`src/rtl/osc_mode_pkg.sv`:
```
// Constants and types for the dual clock mode controller
package osc_mode_pkg;
	// Register index as printed; byte address is four times it
	localparam logic [9:0] OSC_CTRL_INDEX = 10'h0CA;
	localparam logic [11:0] OSC_CTRL_ADDR = {OSC_CTRL_INDEX, 2'h0};
	// Field positions inside the control byte
	localparam int HIGH_OSC_STOP_POS = 1;
	localparam int SLOW_CLOCK_SELECT_POS = 2;
	localparam int CPU_MODE_LSB_POS = 3;
	localparam int PRESCALE_SELECT_POS = 5;
	localparam int WATCHDOG_CLEAR_POS = 6;
	localparam int WATCHDOG_CLOCK_POS = 7;
	// Value after reset of the whole control byte
	localparam logic [7:0] OSC_CTRL_RESET = 8'h00;
	// Operating mode codes
	localparam logic [1:0] MODE_NORMAL = 2'h0;
	localparam logic [1:0] MODE_SLEEP = 2'h1;
	localparam logic [1:0] MODE_GREEN = 2'h2;
	// Instruction rate dividers, counted in oscillator edges
	localparam logic [3:0] DIV_EXT_HIGH = 4'h3;
	localparam logic [3:0] DIV_INT_HIGH = 4'hF;
	localparam logic [3:0] DIV_LOW = 4'h3;
	// Watchdog prescale taps and slow RC divider
	localparam int PRESCALE_LONG_BIT = 13;
	localparam int PRESCALE_SHORT_BIT = 7;
	localparam int SLOW_RC_DIV_BIT = 8;
	localparam logic [13:0] PRESCALE_RESET = 14'h0000;
	localparam logic [3:0] WD_COUNT_RESET = 4'h0;
	// Oscillator edges to wait after a wake from sleep
	localparam logic [11:0] WAKE_EDGES = 12'h800;
	// Control byte fields, bit 0 kept as a spare that reads zero
	typedef struct packed {
		logic watchdog_clock_select;
		logic watchdog_clear;
		logic watchdog_prescale_select;
		logic [1:0] cpu_operating_mode;
		logic slow_clock_select;
		logic high_osc_stop;
		logic spare;
	} osc_ctrl_t;
	// Controller phases
	typedef enum logic [2:0] {
		PH_START,
		PH_RUN,
		PH_SLEEP,
		PH_WAKE,
		PH_GREEN
	} phase_t;
endpackage : osc_mode_pkg

```
`src/rtl/dual_clock_mode_control.sv`:
```
// Dual clock mode controller with its oscillator control register on Wishbone
// Summary of operation
// - External high clock divided by 4
// - Internal fast RC divided by 16
// - Slow mode: low clock divided by 4
// - Control byte at 0CAH, resets to zero
// - Stop bit halts only the high oscillator, external or internal RC
// - Clock mode bit selects low clock
// - Mode field: normal, sleep, green, reserved
// - Prescale bit picks 2^14 or 2^8
// - Writing one clears watchdog counter
// - Watchdog clock select, forced by option
// - Slow RC watchdog: divide 512, then 16
// - Sleep stops both oscillators
// - Option picks internal RC or external
// - Clock-signal option frees the output pin
// - Low oscillator stops only through sleep
// - Low clock feeds slow mode; watchdog runs on slow RC or instruction clock
// - Reset held until high oscillator starts
// - Sleep wake waits 2048 oscillator clocks
// - Green wake has no waiting time
// - Green wakes to prior mode; sleep normal
`timescale 1ns/1ps
module dual_clock_mode_control #(
	parameter int RC_START_EDGES = 16, // Start-up edges for RC types
	parameter int XTAL_START_EDGES = 8192 // Start-up edges for crystals
) (
	input wire logic clk_i, // 200 MHz system clock
	input wire logic rst_i, // Synchronous reset, active high
	// Classic Wishbone slave
	input wire logic cyc_i,
	input wire logic stb_i,
	input wire logic we_i,
	input wire logic [11:0] adr_i,
	input wire logic [3:0] sel_i,
	input wire logic [31:0] dat_i,
	output logic [31:0] dat_o,
	output logic ack_o,
	// Build options, static
	input wire logic internal_fast_rc_option_i,
	input wire logic ext_clock_signal_option_i,
	input wire logic xtal_high_option_i,
	input wire logic internal_slow_rc_option_i,
	// Oscillator clocks arriving as pins
	input wire logic osc_input_pin_i,
	input wire logic internal_fast_rc_i,
	input wire logic low_osc_input_pin_i,
	input wire logic internal_slow_rc_i,
	// Wake request from the wake pin logic, one level
	input wire logic wakeup_i,
	// Status and control outputs
	output logic high_osc_run_o,
	output logic low_osc_run_o,
	output logic slow_clock_o,
	output logic cpu_run_o,
	output logic instr_tick_o,
	output logic reset_hold_o,
	output logic watchdog_overflow_o,
	output logic osc_input_gpio_o,
	output logic osc_output_gpio_o
);
	import osc_mode_pkg::*;

	// Synchroniser stages and edge history for the four clocks
	logic [3:0] sync1_q;
	logic [3:0] sync2_q;
	logic [3:0] hist_q;
	logic [3:0] edge_w;

	// Control register and phase
	osc_ctrl_t ctrl_q, ctrl_d;
	phase_t phase_q, phase_d;
	logic [1:0] saved_mode_q, saved_mode_d; // Clock mode written together with the green entry
	logic [13:0] wait_q, wait_d; // Start-up and wake edge counter
	logic [3:0] div_q, div_d; // Instruction rate divider
	logic [13:0] pre_q, pre_d; // Watchdog prescaler
	logic [3:0] wd_q, wd_d; // Watchdog overflow counter
	logic [7:0] bus_byte_d;
	logic ack_d;
	logic high_osc_run_d, low_osc_run_d, slow_clock_d, cpu_run_d;
	logic instr_tick_d, reset_hold_d, watchdog_overflow_d;

	// Pin clocks pass two flops, then the edge history flop
	always_ff @(posedge clk_i) begin
		if (rst_i) begin
			sync1_q <= 4'h0;
			sync2_q <= 4'h0;
			hist_q <= 4'h0;
		end else begin
			sync1_q <= {internal_slow_rc_i, low_osc_input_pin_i, internal_fast_rc_i, osc_input_pin_i};
			sync2_q <= sync1_q;
			hist_q <= sync2_q;
		end
	end
	// Rising edges; oscillators must run well below half of clk_i
	assign edge_w = sync2_q & ~hist_q;

	// Prescale tap used more than once
	function automatic logic tap_done(input logic [13:0] cnt, input int bitpos);
		logic [13:0] mask;
		mask = (14'h0001 << bitpos) - 14'h0001;
		tap_done = ((cnt & mask) == mask);
	endfunction : tap_done

	// Next state of register, phase, dividers and watchdog
	always_comb begin
		logic high_edge;
		logic src_edge;
		logic [3:0] div_end;
		logic wr;
		logic rd_hit;
		logic wd_clr;
		logic wd_src;
		logic pre_tick;
		logic [13:0] start_edges;
		high_edge = 1'b0;
		src_edge = 1'b0;
		div_end = DIV_EXT_HIGH;
		wr = 1'b0;
		rd_hit = 1'b0;
		wd_clr = 1'b0;
		wd_src = 1'b0;
		pre_tick = 1'b0;
		start_edges = 14'(XTAL_START_EDGES - 1);
		ctrl_d = ctrl_q;
		phase_d = phase_q;
		saved_mode_d = saved_mode_q;
		wait_d = wait_q;
		div_d = div_q;
		pre_d = pre_q;
		wd_d = wd_q;
		bus_byte_d = 8'h00;
		ack_d = 1'b0;
		instr_tick_d = 1'b0;
		watchdog_overflow_d = 1'b0;

		// High clock source by build option
		high_edge = internal_fast_rc_option_i ? edge_w[1] : edge_w[0];
		if (!xtal_high_option_i || internal_fast_rc_option_i) begin
			start_edges = 14'(RC_START_EDGES - 1); // Short start for RC types
		end

		// Clear pulse from the previous write ends here
		ctrl_d.watchdog_clear = 1'b0;

		// Bus slave: one wait state, ack for one cycle
		if (cyc_i && stb_i && !ack_o) begin
			ack_d = 1'b1;
			rd_hit = (adr_i == OSC_CTRL_ADDR);
		end
		// Write lands on the edge where the master sees ack, never a cycle early
		wr = cyc_i && stb_i && ack_o && we_i && sel_i[0] && (adr_i == OSC_CTRL_ADDR);
		if (rd_hit) begin
			bus_byte_d = ctrl_q;
			bus_byte_d[WATCHDOG_CLOCK_POS] = ctrl_q.watchdog_clock_select | internal_slow_rc_option_i;
		end
		if (wr) begin
			ctrl_d = osc_ctrl_t'(dat_i[7:0]);
			ctrl_d.spare = 1'b0;
			wd_clr = dat_i[WATCHDOG_CLEAR_POS];
		end

		// Phase sequencing
		unique case (phase_q)
			PH_START: begin
				// Reset held until enough high clock edges
				if (high_edge) begin
					wait_d = wait_q + 14'h0001;
					if (wait_q == start_edges) begin
						phase_d = PH_RUN;
					end
				end
			end
			PH_RUN: begin
				if (wr && ctrl_d.cpu_operating_mode == MODE_SLEEP) begin
					phase_d = PH_SLEEP;
				end else if (wr && ctrl_d.cpu_operating_mode == MODE_GREEN) begin
					phase_d = PH_GREEN;
					saved_mode_d = {1'b0, ctrl_d.slow_clock_select};
				end
			end
			PH_SLEEP: begin
				if (wakeup_i) begin
					phase_d = PH_WAKE;
					wait_d = 14'h0000;
				end
			end
			PH_WAKE: begin
				// Oscillator settles before code resumes
				if (high_edge) begin
					wait_d = wait_q + 14'h0001;
					if (wait_q == 14'(WAKE_EDGES - 12'h001)) begin
						phase_d = PH_RUN;
						ctrl_d.cpu_operating_mode = MODE_NORMAL;
						ctrl_d.slow_clock_select = 1'b0;
					end
				end
			end
			PH_GREEN: begin
				// Clocks never stopped, so resume at once
				if (wakeup_i) begin
					phase_d = PH_RUN;
					ctrl_d.cpu_operating_mode = MODE_NORMAL;
					ctrl_d.slow_clock_select = saved_mode_q[0];
				end
			end
			default: begin
				phase_d = PH_START;
			end
		endcase

		// Instruction rate from the selected system clock
		if (ctrl_q.slow_clock_select) begin
			src_edge = edge_w[2];
			div_end = DIV_LOW;
		end else begin
			src_edge = high_edge;
			div_end = internal_fast_rc_option_i ? DIV_INT_HIGH : DIV_EXT_HIGH;
		end
		if (phase_q == PH_RUN || phase_q == PH_GREEN) begin
			if (src_edge) begin
				if (div_q >= div_end) begin
					div_d = 4'h0;
					instr_tick_d = 1'b1;
				end else begin
					div_d = div_q + 4'h1;
				end
			end
		end else begin
			div_d = 4'h0;
		end

		// Watchdog clock source and prescale
		if (ctrl_q.watchdog_clock_select || internal_slow_rc_option_i) begin
			wd_src = edge_w[3];
			pre_tick = wd_src && tap_done(pre_q, SLOW_RC_DIV_BIT + 1); // 512 edges
		end else begin
			wd_src = instr_tick_o;
			pre_tick = wd_src && (ctrl_q.watchdog_prescale_select ?
				tap_done(pre_q, PRESCALE_SHORT_BIT + 1) : tap_done(pre_q, PRESCALE_LONG_BIT + 1));
		end
		if (wd_src) begin
			pre_d = pre_tick ? PRESCALE_RESET : pre_q + 14'h0001;
		end
		if (pre_tick) begin
			wd_d = wd_q + 4'h1;
			watchdog_overflow_d = (wd_q == 4'hF); // Sixteen prescale ticks
		end
		// Software clear wins over a counting tick
		if (wd_clr) begin
			pre_d = PRESCALE_RESET;
			wd_d = WD_COUNT_RESET;
			watchdog_overflow_d = 1'b0;
		end

		// Registered outputs
		reset_hold_d = (phase_d == PH_START);
		cpu_run_d = (phase_d == PH_RUN);
		slow_clock_d = ctrl_d.slow_clock_select;
		// Sleep stops both; stop bit only the high one
		high_osc_run_d = (phase_d != PH_SLEEP) && !(ctrl_d.high_osc_stop && phase_d != PH_WAKE);
		low_osc_run_d = (phase_d != PH_SLEEP); // No other stop path
	end

	// Register everything computed above
	always_ff @(posedge clk_i) begin
		if (rst_i) begin
			ctrl_q <= osc_ctrl_t'(OSC_CTRL_RESET);
			phase_q <= PH_START;
			saved_mode_q <= MODE_NORMAL;
			wait_q <= 14'h0000;
			div_q <= 4'h0;
			pre_q <= PRESCALE_RESET;
			wd_q <= WD_COUNT_RESET;
			dat_o <= 32'h0000_0000;
			ack_o <= 1'b0;
			high_osc_run_o <= 1'b1;
			low_osc_run_o <= 1'b1;
			slow_clock_o <= 1'b0;
			cpu_run_o <= 1'b0;
			instr_tick_o <= 1'b0;
			reset_hold_o <= 1'b1;
			watchdog_overflow_o <= 1'b0;
			osc_input_gpio_o <= 1'b0;
			osc_output_gpio_o <= 1'b0;
		end else begin
			ctrl_q <= ctrl_d;
			phase_q <= phase_d;
			saved_mode_q <= saved_mode_d;
			wait_q <= wait_d;
			div_q <= div_d;
			pre_q <= pre_d;
			wd_q <= wd_d;
			dat_o <= {24'h00_0000, bus_byte_d};
			ack_o <= ack_d;
			high_osc_run_o <= high_osc_run_d;
			low_osc_run_o <= low_osc_run_d;
			slow_clock_o <= slow_clock_d;
			cpu_run_o <= cpu_run_d;
			instr_tick_o <= instr_tick_d;
			reset_hold_o <= reset_hold_d;
			watchdog_overflow_o <= watchdog_overflow_d;
			// Oscillator pins freed for general I/O by option
			osc_input_gpio_o <= internal_fast_rc_option_i;
			osc_output_gpio_o <= internal_fast_rc_option_i | ext_clock_signal_option_i;
		end
	end
endmodule : dual_clock_mode_control

```
`config.mk`:
```
export PLATFORM = sky130hd
export DESIGN_NAME = dual_clock_mode_control
export DESIGN_NICKNAME = d
export VERILOG_FILES = /design/src/rtl/osc_mode_pkg.sv /design/src/rtl/dual_clock_mode_control.sv
export SDC_FILE = /design/constraint.sdc
export NUM_CORES = 1
export LEC_CHECK = 0
export BUFFER_PORTS_ARGS = -buffer_cell sky130_fd_sc_hd__buf_4
export CAP_MARGIN = 20
export CORE_UTILIZATION = 46
export DETAILED_ROUTE_END_ITERATION = 10
export HOLD_SLACK_MARGIN = 0.02
export PLACE_DENSITY = 0.75
export RECOVER_POWER = 50
export SYNTH_ARGS = -nofsm -noshare
export SYNTH_HDL_FRONTEND = slang
export SYNTH_SLANG_ARGS = --single-unit
export TNS_END_PERCENT = 100
```
`constraint.sdc`:
```
create_clock -name clk_i -period 1.95 [get_ports clk_i]
set_input_delay 0.39 -clock clk_i [delete_from_list [all_inputs] [get_ports clk_i]]
set_output_delay 0.39 -clock clk_i [all_outputs]
set_load 0.05 [all_outputs]
```
==> results of run 1 <==
-- logic make-up (layout without fill, tap and decap cells) --
logic type | count (synthesis) | in the layout | share of synthesized area, %
xor+xnor | 24 | 24 | 6.01
fa+ha+maj | 7 | 7 | 2.50
mux | 7 | 7 | 2.00
flops | 75 | 75 | 42.9
other cells | 1 | 25 | 0.107
simple gates | 167 | 167 | 26.6
buf+inv | 48 | 102 | 8.19
compound gates | 59 | 59 | 11.6
-- flip-flops by register name (all words and copies together) (netlist names), 3 cells and up --
name / flops
pre_q: 14
wait_q: 14
ctrl_q: 7
dat_o: 7
div_q: 4
hist_q: 4
sync1_q: 4
sync2_q: 4
wd_q: 4
phase_q: 3
-- power by group --
part           internal [mW]  switching (mW)  leakage [nW]
registers               1.55         0.00569         0.608
logic                 0.0824           0.188         0.950
clock network          0.608           0.523        0.0950
total                   2.24           0.717          1.65
-- metrics by stage --
step	instances	cell area (um^2)	util, %	hold WS (ns)	worst slack [ns]
2_1_floorplan	412	3590	-	0.414	0.0414
3_3_place_gp	551	4060	55.6	0.420	-0.0521
3_5_place_dp	551	4060	55.6	0.424	-0.107
4_1_cts	565	4240	58.1	0.244	0.0437
5_1_grt	565	4200	57.5	0.245	-0.0731
6_report	565	4200	57.5	0.261	0.0642
-- Yosys cell counts (4+ instances only) --
master	number
nand3_1	21
a21oi_1	16
and2_1	6
clkbuf_1	10
nor3_1	7
nand4_1	7
mux2i_1	7
buf_4	25
nand2_1	16
o31ai_1	4
a211oi_1	5
xnor2_1	18
nor4_1	6
nor2_1	38
a31o_2	4
nor2b_1	17
xor2_1	6
o21ai_0	11
dfxtp_1	75
inv_1	8
ha_1	7
and3_1	13
or3_1	8
buf_2	4
-- routing by layer --
metal  up-vias  part of all wire [%]  GRT usage (%)
li1       1469                     -              -
met3        15                   4.5           4.25
met2        63                    48           32.3
met4         0                   2.0           8.66
met5         -                     0              0
met1      1363                    46           23.0
-- area by class of cell --
| class | instances | area share (%) |
|---|---|---|
| multi-input cells | 289 | 43.5 |
| flip-flops and latches | 75 | 35.8 |
| well taps | 99 | 2.95 |
| repair buffers | 80 | 12.6 |
| clock buffers | 11 | 3.37 |
| clock inverters | 3 | 0.954 |
| inverters | 8 | 0.716 |
-- worst paths after layout --
kind	to	slack [ns]	cells past startpoint	startpoint
worst max-delay path	wd_q[3]	0.06	8	pre_q[1]
worst min-delay path	sync1_q[0]	0.26	2	osc_input_pin_i
worst max register to register	wd_q[3]	0.06	8	pre_q[1]
worst min register to register	sync2_q[3]	0.43	1	sync1_q[3]
==> impl_metrics.toml, run 1 <==
[status]
status = "finished clean"

[pwr]
peakVddDrop_mv = 0.332
pwr_density_cell_nw_per_um2 = 704
power.leakage_nw = 1.65
finalPower_mw = 2.95

[sta]
setup_viol_count_final = 0
slew_violations = 0
skew_ns = 0.0129
period_needed_ns = 1.89
worstMarginPinSlew_ns = 1.43
max_freq_ghz = 0.530
tns_ns = 0
post-route-period-util_pct = 96.7
final-hold-violation-count = 0
maxSlewHeadroom_pct = 4.35
rsz0062_at_grt = "true"

[layout]
num_antenna_cells = 0
layout_commonest_cell = "dfxtp_1"
layout_common_cells = "dfxtp_1, buf_4, nor2_1, conb_1, nand3_1"
drive_gt1_share_pct = 20.0
regArea_um2 = 1500
area_growth_pct = 19.9
multiInputGateArea_um2 = 1830
final.fill_count = 691
fin_nets = 532

[route]
wire_per_inst_um = 12.6
antenna_left = 0
drtIter0Drc = 124
drc = 0
num_vias = 2910
drtPass1Iterations = 5
viasPerCell = 5.15
wl_um = 7150

[logic_synthesis]
synthCells = 388
synth_area_leader_cell = "dfxtp_1"
synthArstFlopShare_pct = 0
synth_area_leaders = "dfxtp_1, buf_4, xnor2_1, nor2_1, nor2b_1"
ys.warnings.count = 0
syn_area_per_cell_um2 = 9.02
synth_flop_cell = "dfxtp_1"
synth_area_um2 = 3500
ys_seq_area_share_pct = 42.9
synth_cell_types = 56
synth_top_area_share_pct = 42.9
ys_ff_latch = 75
synth-edff-count = 0

[clock_network]
cts_setup_buffers = 0
clockRootBuffer = "clkbuf_8"
h-tree-depth = 3
cts_hold_buffers = 0
numCtsBuffers = 9
path_clk_slew_ns = 0.08
clk_latency_ns = 0.35
cts_tree = "yes"
cts-resized-gates = 0
cts_sinks = 75
cts_buffer_depth = 2

[setup_path]
path_max_fanout = 8
crit_slowest_cell = "or3_1"
slowest_delay_ns = 0.38
cp_num_buf_inv = 0
cp.required_ns = 2.23
end_kind = "flop"
path_class = "reg -> reg"
crit_family = "simple AND/OR/NAND/NOR gates"
worstPathArrival_ns = 2.16
path_cells = "ha_1, nand3_1, nor2_2, ha_1, and3b_1, a31oi_4, or3_1, a21oi_1"
critPathLaunchType = "flop"
crit_top_cell = "ha_1"

[die]
io_pins = 104
die_area_um2 = 7960
start_util_pct = 48.0
core_area_um2 = 7290
std_cell_rows = 31
die_y_um = 89.2
fp.dieW_um = 89.2

[run]
maxCapViolCount = 0

[placed_design]
gp_congestion = 0.847
dp_hpwl_um = 5280
io_buffer_count = 50

[global_routing]
overflow = 0
grt.total_usage_pct = 19.0
antenna_found_initial = 0
grt_max_degree = 33
grt_pass1_wl_um = 11600
grt_pass1_vias = 2647

[worst_hold_path]
hp-class = "in -> reg"
No activity file was read; power rests on OpenSTA's default activity.
==> inputs of run 2 (changes only) <==
--- a/config.mk
+++ b/config.mk
@@ -7,6 +7,7 @@
 export LEC_CHECK = 0
 export BUFFER_PORTS_ARGS = -buffer_cell sky130_fd_sc_hd__buf_4
 export CAP_MARGIN = 20
+export CORE_ASPECT_RATIO = 0.8
 export CORE_UTILIZATION = 46
 export DETAILED_ROUTE_END_ITERATION = 10
 export HOLD_SLACK_MARGIN = 0.02
==> run 2 against run 1 <==
  * Sequential power barely moved
  * Largest power group unchanged
  * Worst hold slack got worse by 0.015 ns
  * Flip-flop and latch count did not move
  * Combinational power barely moved
  * Maximum frequency rose by 3.6%
  * Utilization fell by 0.53 points
  * Clock skew rose by 0.0033 ns
  * Highest routed layer unchanged
  * Count of clock-buffer cells in the layout fell by 2
  * Power fell by 1.1%
  * Clock power barely moved
  * Critical path depth fell by 1
  * Global-route usage fell by 0.096 points
==> impl_metrics.toml, run 2 (synthesis gave the netlist of run 1 again) <==
[setup_path]
end_kind = "flop"
cp.required_ns = 2.24
ff2ff_setup_slack_ns = 0.13
worstPathArrival_ns = 2.11
reg2regPathDepth = 7
path_max_fanout = 7
path_class = "reg -> reg"
r2r_start = "pre_q[3]"
critPathLaunchType = "flop"
r2r_end = "wd_q[3]"

[run]
maxCapViolCount = 0

[global_routing]
grt_pass1_wl_um = 12000
antenna_found_initial = 0
grt_pass1_vias = 2620
grt.total_usage_pct = 18.9
grt_max_degree = 33
overflow = 0

[sta]
period_needed_ns = 1.82
max_freq_ghz = 0.549
worstMarginPinSlew_ns = 0.603
slew_violations = 0
tns_ns = 0
setup_ws_ns = 0.130
post-route-period-util_pct = 93.3
maxSlewHeadroom_pct = 60.0
skew_ns = 0.0162
setup_viol_count_final = 0
final-hold-violation-count = 0

[clock_network]
cts_sinks = 75
path_clk_slew_ns = 0.09
numCtsBuffers = 9
h-tree-depth = 3
cts_hold_buffers = 0
cts_buffer_depth = 2
cts_tree = "yes"
clockRootBuffer = "clkbuf_8"
clk_latency_ns = 0.35

[pwr]
pwr_density_cell_nw_per_um2 = 693
peakVddDrop_mv = 0.489
sw_frac_of_total_pct = 27.9
comb_power_share_pct = 9.3
seq_power_share_pct = 53.1
internal_power_mw = 2.11
switchingPower_mw = 0.814
p_clk_share_pct = 37.6
power.leakage_nw = 1.63

[die]
fp.dieW_um = 99.5
std_cell_rows = 28
die_y_um = 80
start_util_pct = 47.3
core_area_um2 = 7390
die_area_um2 = 7960
io_pins = 104

[route]
viasPerCell = 5.16
drc = 0
wl_um = 7230
num_vias = 2949
antenna_left = 0
drtIter0Drc = 156
wire_per_inst_um = 12.6
drtPass1Iterations = 5

[layout]
layout_common_cells = "dfxtp_1, buf_4, nor2_1, conb_1, nand3_1"
area_growth_pct = 20.5
stdcell_count = 572
fin_nets = 531
layout_commonest_cell = "dfxtp_1"
multiInputGateArea_um2 = 1840
num_antenna_cells = 0
final_area_um2 = 4210
drive_gt1_share_pct = 20.3
regArea_um2 = 1500
reg_top3 = "pre_q: 14 flops, wait_q: 14 flops"
final.fill_count = 673

[worst_hold_path]
hold_depth = 3
hp-start = "ext_clock_signal_option_i"
hp-class = "in -> reg"
whs_endpoint = "osc_output_gpio_o"

[placed_design]
dp_hpwl_um = 5300
dpl_cell_area_um2 = 4060
gp_congestion = 0.827
dp.cells = 555
place_ws_ns = -0.0767
io_buffer_count = 50

[status]
status = "finished clean"
==> run 2: cell types whose count changed in the layout (fill, tap and decap cells not counted), moves of 2 or more <==
cell,delta
buf_4,-5
clkinv_2,-2
clkbuf_4,+2
clkinvlp_4,+3
inv_6,+4
==> run 2: layer usage <==
layer	global-route usage (%)	vias to the layer above	share of wire (%)
met5	0	-	0
met4	3.53	0	0.47
met3	5.52	5	5.2
met2	31.3	84	46
met1	24.6	1393	49
li1	-	1467	-
==> run 2: metrics by stage <==
step | utilization, % | power (mW) | hold WS [ns]
after CTS | 57.4 | 2.95 | 0.234
after global placement | 54.9 | 1.86 | 0.421
after detailed placement | 54.9 | 1.86 | 0.426
after floorplan | - | 1.81 | 0.414
final | 57.0 | 2.92 | 0.246
after global routing | 57.0 | 3.05 | 0.232
==> run 2: power groups by stage <==
stage               registers [mW]  clock network [mW]  logic, mW
global placement              1.59                   0      0.271
finish                        1.55                1.10      0.271
CTS                           1.55                1.12      0.274
global route                  1.55                1.20      0.290
detailed placement            1.59                   0      0.273
floorplan                     1.60                   0      0.208
==> run 2: critical path: stages, from the launching register on <==
cell	delay [ns]
dfxtp_1	0.41
nand4_1	0.22
nor2_4	0.19
ha_1	0.14
and3b_1	0.21
a31oi_4	0.07
or3_1	0.36
a21oi_1	0.16
==> run 2: worst max-delay path by stage <==
stage	startpoint	endpoint	slack, ns	depth (start not counted)
after floorplan	ack_o	pre_q[10]	0.04	6
after global placement	adr_i[1]	saved_mode_q[0]	-0.06	8
after detailed placement	adr_i[1]	saved_mode_q[0]	-0.08	8
after CTS	pre_q[0]	pre_q[12]	0.03	9
after global routing	pre_q[3]	wd_q[3]	-0.006	7
final	pre_q[3]	wd_q[3]	0.13	7
==> run 2: cell type report <==
type	count	area share, %
multi-input cells	289	43.6
flip-flops and latches	75	35.7
repair buffers	79	12.6
well taps	105	3.12
clock buffers	9	2.94
clock inverters	7	1.37
inverters	8	0.713
==> run 2: what timing repair did <==
action                                  4_1_cts  5_1_grt
endpoints found under the hold margin         0        0
resized for setup                             0       10
endpoints found under the setup margin        0       20
setup buffers                                 0        1
==> inputs of run 3 (changes only) <==
--- a/config.mk
+++ b/config.mk
@@ -13,6 +13,7 @@
 export HOLD_SLACK_MARGIN = 0.02
 export PLACE_DENSITY = 0.75
 export RECOVER_POWER = 50
+export SETUP_SLACK_MARGIN = 0.4
 export SYNTH_ARGS = -nofsm -noshare
 export SYNTH_HDL_FRONTEND = slang
 export SYNTH_SLANG_ARGS = --single-unit
==> run 3 against run 2 <==
  * Combinational power rose by 18%
  * Register-to-register slack improved by 0.03 ns
  * Design area rose by 15%
  * Worst setup slack improved by 0.032 ns
  * Power rose by 4.8%
  * Wire length rose by 19%
  * Maximum frequency rose by 1.8%
  * Utilization rose by 8.6 points
  * Clock power rose by 9%
  * Sequential power barely moved
==> impl_metrics.toml, run 3 (synthesis gave the netlist of run 1 again) <==
[status]
status = "finished clean"

[sta]
slew_violations = 0
worstMarginPinSlew_ns = 0.661
period_needed_ns = 1.79
setup_viol_count_final = 0
tns_ns = 0
maxSlewHeadroom_pct = 55.8
whs_ns = 0.245
skew_ns = 0.0128
rsz0062_at_grt = "true"
post-route-period-util_pct = 91.7
final-hold-violation-count = 0
max_freq_ghz = 0.559

[global_routing]
grt_pass1_wl_um = 13600
grt_pass1_vias = 2993
overflow = 0
grt_busiest_layer = "met2"
grt_max_degree = 33
met3_usage_pct = 6.22
antenna_found_initial = 0
grt_util_met1_pct = 26.3
globalRouteMet2Util_pct = 37.3
grt.total_usage_pct = 21.9

[setup_path]
worstPathArrival_ns = 2.07
r2r_end = "wait_q[1]"
critPathCapture = "wait_q[1]"
critPathLaunchType = "flop"
path_max_fanout = 6
r2r_start = "sync2_q[0]"
ff2ff_setup_slack_ns = 0.16
path_class = "reg -> reg"
cp-startpoint = "sync2_q[0]"
cp.required_ns = 2.24
end_kind = "flop"
reg2regPathDepth = 6

[pwr]
internal_power_mw = 2.27
peakVddDrop_mv = 0.312
sw_frac_of_total_pct = 25.9
seq_power_share_pct = 50.5
pwr_density_cell_nw_per_um2 = 632
power.leakage_nw = 1.81
comb_power_share_pct = 10.5
finalPower_mw = 3.06
p_clk_share_pct = 39.0
switchingPower_mw = 0.793

[route]
drtPass1Iterations = 4
antenna_left = 0
num_vias = 3039
wire_per_inst_um = 14.7
viasPerCell = 5.19
drtIter0Drc = 111
wl_um = 8570
drc = 0

[clock_network]
cts_buffer_depth = 2
cts_sinks = 75
cts_tree = "yes"
clk_latency_ns = 0.35
cts_hold_buffers = 0
clockRootBuffer = "clkbuf_8"
h-tree-depth = 3
path_clk_slew_ns = 0.08
numCtsBuffers = 9

[die]
io_pins = 104
std_cell_rows = 28
fp.dieW_um = 99.5
core_area_um2 = 7390
die_y_um = 80
die_area_um2 = 7960
start_util_pct = 47.3

[layout]
fin_nets = 544
num_antenna_cells = 0
final_area_um2 = 4850
reg_top3 = "pre_q: 14 flops, wait_q: 14 flops"
drive_gt1_share_pct = 36.9
layout_common_cells = "buf_4, dfxtp_1, conb_1, nor2_1, clkbuf_1"
layout_commonest_cell = "buf_4"
area_growth_pct = 38.6

[placed_design]
dpl_cell_area_um2 = 4180
dp_hpwl_um = 5460
io_buffer_count = 50
gp_congestion = 0.834

[worst_hold_path]
hp-class = "in -> reg"

[run]
maxCapViolCount = 0
==> run 3: through the flow <==
| step | instances | utilization (%) | setup WS (ns) |
|---|---|---|---|
| global placement | 544 | 56.6 | -0.0281 |
| detailed placement | 544 | 56.6 | -0.0560 |
| floorplan | 412 | - | 0.203 |
| finish | 585 | 65.6 | 0.162 |
| CTS | 579 | 63.9 | 0.218 |
| global route | 585 | 65.6 | 0.104 |
==> run 3: layout make-up <==
cell class | instances | area (um^2)
inverter | 8 | 30.0
multi-input combinational | 291 | 2310
timing repair buffer | 90 | 636
fill | 606 | 2540
tap | 105 | 131
clock buffer | 12 | 145
sequential | 75 | 1540
clock inverter | 4 | 51.3
==> run 3: power groups by stage <==
| stage | clock network (mW) | registers, mW | logic (mW) |
|---|---|---|---|
| 3_5_place_dp | 0 | 1.59 | 0.280 |
| 6_report | 1.20 | 1.55 | 0.321 |
| 5_1_grt | 1.29 | 1.55 | 0.340 |
| 4_1_cts | 1.22 | 1.55 | 0.308 |
| 2_1_floorplan | 0 | 1.60 | 0.221 |
| 3_3_place_gp | 0 | 1.59 | 0.276 |
==> run 3: critical path, stage by stage, from the launching register on <==
cell and delay (ns):
dfxtp_2 0.34, nor3b_4 0.19, buf_6 0.15, o311ai_4 0.13
a21o_4 0.26, or4b_4 0.51, a21oi_2 0.14
==> run 3: routing by layer <==
layer | wire length [um] | vias to the layer above
met4 | 92 | 0
met1 | 3790 | 1457
met2 | 4340 | 75
met3 | 347 | 10
li1 | - | 1497
met5 | 0 | -
==> run 3: timing repair <==
item,4_1_cts,5_1_grt
pin swaps,26,10
setup buffers,17,6
endpoints found under the hold margin,0,0
gates resized for setup,50,44
gates cloned,2,0
endpoints found under the setup margin,47,47
==> run 3: how the worst min path moves through the flow <==
stage | start | end | slack, ns | cells after the start
5_1_grt | internal_fast_rc_i | sync1_q[1] | 0.24 | 2
3_3_place_gp | sync1_q[3] | sync2_q[3] | 0.42 | 1
3_5_place_dp | sync1_q[1] | sync2_q[1] | 0.43 | 1
2_1_floorplan | sync1_q[0] | sync2_q[0] | 0.41 | 1
4_1_cts | internal_slow_rc_i | sync1_q[3] | 0.24 | 2
6_report | internal_slow_rc_i | sync1_q[3] | 0.25 | 2
